`src/inc/adcc_pkg.sv`:
```
// Package: register map, field positions, reset values and timing constants for the converter control block
`default_nettype none

package adcc_pkg;

	// ----------------------------------------
	// Register map
	// ----------------------------------------
	localparam logic [2:0] ADDR_CONTROL = 3'h0;
	localparam logic [2:0] ADDR_RESULT_HIGH = 3'h1;
	localparam logic [2:0] ADDR_RESULT_LOW = 3'h2;
	localparam logic [2:0] ADDR_STATUS = 3'h3;
	localparam logic [2:0] ADDR_START = 3'h4;

	// ----------------------------------------
	// Control register fields
	// ----------------------------------------
	localparam int BIT_POWER_ON = 7;
	localparam int BIT_JUSTIFY = 6;
	localparam int BIT_EIGHT_BIT = 5;
	localparam int BIT_SIGNED = 4;
	localparam int PRESCALE_MSB = 3;
	localparam logic [7:0] CONTROL_RESET = 8'h00;

	// ----------------------------------------
	// Status register fields
	// ----------------------------------------
	localparam int BIT_STAT_COMPLETE = 0;
	localparam int BIT_STAT_BUSY = 1;

	// ----------------------------------------
	// Converter timing
	// ----------------------------------------
	localparam int RESULT_BITS = 10;
	localparam logic [3:0] SAR_STEPS = 4'hA;
	localparam logic [9:0] RESULT_RESET = 10'h000;

	typedef enum logic [1:0] {
		ADCC_IDLE = 2'b00,
		ADCC_SAMPLE = 2'b01,
		ADCC_CONVERT = 2'b11
	} adcc_state_t;

endpackage : adcc_pkg

`default_nettype wire

```
`src/hdl/adcc_prescaler.sv`:
```
// Prescaler that turns the bus clock into conversion clock enable pulses
`default_nettype none

module adcc_prescaler (
	// Clock and reset
	input wire logic i_clk,
	input wire logic i_rst,
	// Control
	input wire logic i_run,
	input wire logic [3:0] i_select,
	// Enable output
	output logic o_tick
);
	import adcc_pkg::*;

	logic [4:0] count;
	logic [4:0] next_count;
	wire logic [4:0] terminal;
	wire logic at_end;

	// Divisor is 2 * (select + 1); terminal count is one below it
	assign terminal = {i_select, 1'b1};
	assign at_end = (count >= terminal);
	assign next_count = at_end ? 5'h00 : count + 5'h01;

	always_ff @(posedge i_clk or posedge i_rst) begin
		if (i_rst) begin
			count <= 5'h00;
			o_tick <= 1'b0;
		end else if (!i_run) begin
			count <= 5'h00;
			o_tick <= 1'b0;
		end else begin
			count <= next_count;
			o_tick <= at_end;
		end
	end

endmodule : adcc_prescaler

`default_nettype wire

```
`src/hdl/adcc_control.sv`:
```
// Converter control register, conversion sequencer and result formatting
//
// Design decisions made here: the strobed register port and the register offsets.
`default_nettype none

module adcc_control (
	// Clock and reset
	input wire logic i_clk,
	input wire logic i_rst,
	// Register port
	input wire logic [2:0] i_addr,
	input wire logic [7:0] i_wdata,
	input wire logic i_wr,
	input wire logic i_rd,
	output logic [7:0] o_rdata,
	// Analog core
	input wire logic i_comparator,
	output logic o_power_on,
	output logic o_sample,
	output logic [9:0] o_trial,
	output logic o_conv_tick,
	// Status
	output logic o_complete,
	output logic o_busy
);
	import adcc_pkg::*;

	// ----------------------------------------
	// Register state
	// ----------------------------------------
	logic [7:0] converter_control_reg;
	logic [9:0] result;
	logic [9:0] sar;
	logic [3:0] step;
	logic complete;
	adcc_state_t state;
	adcc_state_t next_state;

	// ----------------------------------------
	// Decode
	// ----------------------------------------
	wire logic wr_control = i_wr && (i_addr == ADDR_CONTROL);
	wire logic wr_start = i_wr && (i_addr == ADDR_START);
	wire logic rd_result = i_rd && ((i_addr == ADDR_RESULT_HIGH) || (i_addr == ADDR_RESULT_LOW));
	wire logic converter_power_on = converter_control_reg[BIT_POWER_ON];
	wire logic result_justify_select = converter_control_reg[BIT_JUSTIFY];
	wire logic eight_bit_resolution = converter_control_reg[BIT_EIGHT_BIT];
	wire logic signed_result_select = converter_control_reg[BIT_SIGNED];
	wire logic [3:0] clock_prescale_select = converter_control_reg[PRESCALE_MSB:0];
	wire logic conv_tick;
	// Any control write, or power-off, kills a conversion in flight
	wire logic abort = wr_control || !converter_power_on;
	wire logic start = wr_start && converter_power_on && !wr_control;
	wire logic last_step = (step == SAR_STEPS - 4'h1);
	// A restart in the last cycle must not leave a half-built result behind
	wire logic finish = (state == ADCC_CONVERT) && conv_tick && last_step && !abort && !start;
	wire logic [9:0] bit_mask = 10'h200 >> step;

	// ----------------------------------------
	// Result formatting
	// ----------------------------------------
	wire logic [1:0] fmt_mode = {eight_bit_resolution, result_justify_select};
	// Signed applies only with left justify; justify set keeps eight-bit results unsigned too
	wire logic use_sign = signed_result_select && !result_justify_select;
	wire logic [9:0] signed_value = {result[9] ^ use_sign, result[8:0]};
	logic [7:0] result_high_byte;
	logic [7:0] result_low_byte;

	function automatic logic [15:0] format_result(input logic [9:0] value, input logic [1:0] mode);
		logic [15:0] packed_bytes;
		packed_bytes = 16'h0000;
		case (mode)
			2'b00: packed_bytes = {value, 6'h00};
			2'b01: packed_bytes = {6'h00, value};
			2'b10, 2'b11: packed_bytes = {value[9:2], 8'h00};
			default: packed_bytes = 16'h0000;
		endcase
		return packed_bytes;
	endfunction : format_result

	// Right justify drops the sign, so the raw value is used there
	wire logic [15:0] formatted = format_result(use_sign ? signed_value : result, fmt_mode);

	assign result_high_byte = formatted[15:8];
	assign result_low_byte = formatted[7:0];

	// ----------------------------------------
	// Prescaler
	// ----------------------------------------
	adcc_prescaler u_prescaler (
		.i_clk(i_clk),
		.i_rst(i_rst),
		.i_run(converter_power_on),
		.i_select(clock_prescale_select),
		.o_tick(conv_tick)
	);

	// ----------------------------------------
	// Sequencer
	// ----------------------------------------
	always_comb begin
		next_state = state;
		case (state)
			ADCC_IDLE: begin
				if (start) next_state = ADCC_SAMPLE;
			end
			ADCC_SAMPLE: begin
				if (abort) next_state = ADCC_IDLE;
				else if (start) next_state = ADCC_SAMPLE;
				else if (conv_tick) next_state = ADCC_CONVERT;
			end
			ADCC_CONVERT: begin
				if (abort || finish) next_state = ADCC_IDLE;
				else if (start) next_state = ADCC_SAMPLE;
			end
			default: next_state = ADCC_IDLE;
		endcase
	end

	always_ff @(posedge i_clk or posedge i_rst) begin
		if (i_rst) begin
			state <= ADCC_IDLE;
		end else begin
			state <= next_state;
		end
	end

	// Successive approximation: set trial bit, keep it if comparator says input is higher
	always_ff @(posedge i_clk or posedge i_rst) begin
		if (i_rst) begin
			sar <= RESULT_RESET;
			step <= 4'h0;
		end else if (abort || start) begin
			sar <= RESULT_RESET;
			step <= 4'h0;
		end else if (state == ADCC_CONVERT && conv_tick) begin
			if (!i_comparator) sar <= sar & ~bit_mask;
			if (!last_step) sar[8 - step] <= 1'b1;
			if (!i_comparator && !last_step) sar <= (sar & ~bit_mask) | (bit_mask >> 1);
			step <= last_step ? 4'h0 : step + 4'h1;
		end else if (state == ADCC_SAMPLE && conv_tick) begin
			sar <= 10'h200;
		end
	end

	always_ff @(posedge i_clk or posedge i_rst) begin
		if (i_rst) begin
			converter_control_reg <= CONTROL_RESET;
		end else if (wr_control) begin
			converter_control_reg <= i_wdata;
		end
	end

	always_ff @(posedge i_clk or posedge i_rst) begin
		if (i_rst) begin
			result <= RESULT_RESET;
		end else if (finish) begin
			result <= i_comparator ? sar : (sar & ~bit_mask);
		end
	end

	// Completion wins over a clear in the same cycle
	always_ff @(posedge i_clk or posedge i_rst) begin
		if (i_rst) begin
			complete <= 1'b0;
		end else if (finish) begin
			complete <= 1'b1;
		end else if (rd_result || wr_start || !converter_power_on) begin
			complete <= 1'b0;
		end
	end

	// ----------------------------------------
	// Read port
	// ----------------------------------------
	logic [7:0] next_rdata;

	always_comb begin
		case (i_addr)
			ADDR_CONTROL: next_rdata = converter_control_reg;
			ADDR_RESULT_HIGH: next_rdata = result_high_byte;
			ADDR_RESULT_LOW: next_rdata = result_low_byte;
			ADDR_STATUS: next_rdata = {6'h00, (state != ADCC_IDLE), complete};
			default: next_rdata = 8'h00;
		endcase
	end

	always_ff @(posedge i_clk or posedge i_rst) begin
		if (i_rst) begin
			o_rdata <= 8'h00;
		end else if (i_rd) begin
			o_rdata <= next_rdata;
		end else begin
			o_rdata <= 8'h00;
		end
	end

	// ----------------------------------------
	// Outputs
	// ----------------------------------------
	assign o_power_on = converter_power_on;
	assign o_sample = (state == ADCC_SAMPLE);
	assign o_trial = sar;
	assign o_conv_tick = conv_tick;
	assign o_complete = complete;
	assign o_busy = (state != ADCC_IDLE);

endmodule : adcc_control

`default_nettype wire

```
`config.mk`:
```
export PLATFORM = sky130hd
export DESIGN_NAME = adcc_control
export DESIGN_NICKNAME = d
export VERILOG_FILES = /design/src/inc/adcc_pkg.sv /design/src/hdl/adcc_prescaler.sv /design/src/hdl/adcc_control.sv
export SDC_FILE = /design/constraint.sdc
export NUM_CORES = 1
export LEC_CHECK = 0
export BUFFER_PORTS_ARGS = -buffer_cell sky130_fd_sc_hd__buf_2
export CORE_MARGIN = 8
export CORE_UTILIZATION = 55
export DETAILED_ROUTE_END_ITERATION = 10
export PLACE_DENSITY = 0.77
export RECOVER_POWER = 25
export SLEW_MARGIN = 20
export SYNTH_ARGS = -nofsm -noshare
export SYNTH_HDL_FRONTEND = slang
export SYNTH_SLANG_ARGS = --single-unit
```
`constraint.sdc`:
```
create_clock -name i_clk -period 2.92 [get_ports i_clk]
set_input_delay 0 -clock i_clk [delete_from_list [all_inputs] [get_ports i_clk]]
set_output_delay 0 -clock i_clk [all_outputs]
set_load 0.01 [all_outputs]
```
==> flow_summary.toml <==
[run_status]
run_status = "finished with violations"
failed_checks = "capacitance limit, slew limit"

[pwr]
pwr_density_cell_nw_per_um2 = 455
power.ir.vdd_worst_uv = 251
p_leak_nw = 1.32

[synthesis]
ys_warn_count = 0
synth_top_family_by_area = "compound AO/OA/AOI/OAI gates"
number_of_distinct_library_cell_variants_in_the_gate_level_netlist_after_synthesis = 53
synth-async-reset-ratio_pct = 100
post_synth_mux_area_share_pct = 2.87
syn_area_sq_um = 2740
postSynthAreaPerCell_sq_um = 9.36
synthesized_area_fraction_occupied_by_and_or_nand_nor_cells_pct = 19.8
synth-compound-area-share_pct = 21.2
synth_edf_count = 0
synth.top_cell.area_share_pct = 44.7
syn_inst_count = 293
synthXorXnorAreaFrac_pct = 2.24
synth.area.top_cells = "sky130_fd_sc_hd__dfrtp_1 45%, sky130_fd_sc_hd__nand2_1 5.2%, sky130_fd_sc_hd__o21ai_0 5.1%, sky130_fd_sc_hd__ha_1 4.1%, sky130_fd_sc_hd__a21oi_1 2.9%"
synth_common_cells = "49 x sky130_fd_sc_hd__dfrtp_1, 38 x sky130_fd_sc_hd__nand2_1, 28 x sky130_fd_sc_hd__o21ai_0, 18 x sky130_fd_sc_hd__nor2_1, 16 x sky130_fd_sc_hd__a21oi_1"
synthDominantAreaCellType = "sky130_fd_sc_hd__dfrtp_1"
register_bit_count_reported_by_yosys = 49
ys.flop_type = "sky130_fd_sc_hd__dfrtp_1"
synth.most_common_cell = "sky130_fd_sc_hd__dfrtp_1"
ys_seq_area_share_pct = 44.7
synth.net_count = 318
post_synth_fa_ha_maj_area_fraction_pct = 4.11

[cts]
cts_inserted_buffers = 5
clock_tree_from_tritoncts = "built"
cts_root_buffer = "sky130_fd_sc_hd__clkbuf_8"
post-cts-setup-buffers = 0
clk-insertion-delay-late_ns = 0.31
cts_htree_levels = 2
clk_pin_slew_ns = 0.09
max-clock-path-buffers = 2
cts_sinks = 49

[setup_path]
capturing_element_type_of_the_critical_path = "register"
cp.arrival_ns = 2.51
critPathLaunch = "step[2]"
regToRegStartpoint = "step[2]"
r2r-end = "o_trial[8]"
worstSetupPathType = "register to register"
crit_fanout = 18
r2r.worst_path.cells = 6
worstPathRequired_ns = 3.17
worst-r2r-setup-slack_ns = 0.65
critPathLaunchType = "register"
crit_path_end = "o_trial[8]"

[detailed_routing]
drt-vias-per-instance = 5.87
first_pass_iteration_count_of_the_detailed_router = 4
route.detailed.wl_per_inst_um = 17.2
detailedRoute.firstIterationViolations = 188
remaining_drc_errors = 0
vias = 2348
antenna_left = 0
finalWirelength_mm = 6.88

[floorplanning]
boundaryPins = 39
die_area_sq_um = 7500
start_util_pct = 57.7
core.rowCount = 25
placeableCoreArea_sq_um = 4750
floorplan.die.height_um = 86.6
die_w_um = 86.6

[hold_path]
hold_class = "primary input to register"
hold_path_startpoint = "i_addr[2]"

[sta]
timing.fmax_mhz = 441
worst_slew_margin_rel_pct = -43.3
setup_repair_after_global_routing_missed_its_margin = "no"
finalCritPeriodShare_pct = 77.6
timing.final.setup_violations = 0
finalHoldViolations = 0
setup_ws_ns = 0.654
final_critical_period_ns = 2.27
final_max_slew_viol_count = 50
finalClockSkew_ns = 0.00950
tns_ns = 0
actual_transition_at_the_worst_max_transition_pin_ns = 2.14

[placement]
dpl.hpwl_mm = 4.79
gpl.final_weighted_congestion = 0.972
place_ws_ns = 0.700
portBuffers = 38

[global_route]
grt_pass1_vias = 2226
grt_antenna_before_repair = 1
grt_pass1_wl_mm = 11.4
grt_overflow_total = 0
grt_start_max_net_pins = 50
global_route.usage.total_pct = 19.1

[cells_and_area]
layout_area_growth_over_synthesis_pct = 13.6
finish.net_count = 356
final_layout_size_suffix_gt1_share_pct = 13.3

[flow_run]
drv_cap = 1
layout by cell type, fill, tap and decap left out, drive strengths merged, types with 3 or more instances in the layout:
cell / count
inv: 13
dlygate4sd3: 9
o21ai: 28
ha: 9
or3b: 3
xor2: 3
clkbuf: 26
dfrtp: 49
a21oi: 16
nand3: 7
and2: 5
a32o: 4
and3: 3
a211oi: 4
buf: 19
nor2: 18
nand2: 38
nor2b: 6
mux2: 7
a22oi: 10
nand2b: 7
nor3b: 3
xnor2: 4
o211ai: 3
a21o: 3
or2: 3
per-stage QoR:
step | std cells | power [mW] | instance area [sq um] | hold WS [ns] | util [%]
detailed placement | 382 | 0.929 | 2940 | 0.211 | 61.8
finish | 400 | 1.42 | 3120 | 0.0657 | 65.6
global placement | 382 | 0.922 | 2940 | 0.202 | 61.8
floorplan | 293 | 0.875 | 2740 | 0.113 | -
global route | 400 | 1.48 | 3120 | 0.0889 | 65.6
CTS | 399 | 1.43 | 3140 | 0.0505 | 66.0
logic make-up (layout without fill, tap and decap cells):
kind of cell,after synthesis,count (layout)
simple gates,104,104
compound gates,86,86
mux,7,7
xor+xnor,7,7
fa+ha+maj,9,9
flops,49,49
other cells,0,1
buf+inv,31,70
worst max-delay path: stages, from the launching register on:
cell                      delay, ns
sky130_fd_sc_hd__dfrtp_1       0.71
sky130_fd_sc_hd__inv_1         0.23
sky130_fd_sc_hd__ha_1          0.43
sky130_fd_sc_hd__or4_1         0.42
sky130_fd_sc_hd__a21oi_1       0.17
sky130_fd_sc_hd__a21o_1        0.12
sky130_fd_sc_hd__a22o_1        0.13
how the worst min path moves through the flow:
stage | to | cells after the start
2_1_floorplan | converter_control_reg[7] | 2
3_3_place_gp | converter_control_reg[2] | 3
3_5_place_dp | converter_control_reg[3] | 3
4_1_cts | converter_control_reg[7] | 3
5_1_grt | converter_control_reg[7] | 3
6_report | converter_control_reg[7] | 3
metal layers:
layer / routed length [um] / vias up / track usage [%]
met4: 142 / 0 / 6.73
li1: - / 1125 / -
met2: 3210 / 80 / 29.1
met3: 324 / 11 / 5.10
met1: 3200 / 1132 / 25.4
met5: 0 / - / 0
power by group:
group | internal (mW) | switching (mW) | leakage, nW
Clock | 0.257 | 0.233 | 0.0554
Sequential | 0.711 | 0.0366 | 0.668
Combinational | 0.0747 | 0.104 | 0.601
layout make-up:
class | instances | area (sq um)
Tap cell | 67 | 83.8
Multi-Input combinational cell | 213 | 1380
Fill cell | 417 | 1640
Sequential cell | 49 | 1230
Clock inverter | 2 | 38.8
Antenna cell | 1 | 2.50
Inverter | 14 | 53.8
Timing Repair Buffer | 48 | 263
Clock buffer | 6 | 72.6
repair_timing:
action,in CTS,in global routing
hold buffers,9,0
gates resized for setup,0,0
endpoints found under the hold margin,57,0
No activity file was read; power rests on OpenSTA's default activity.
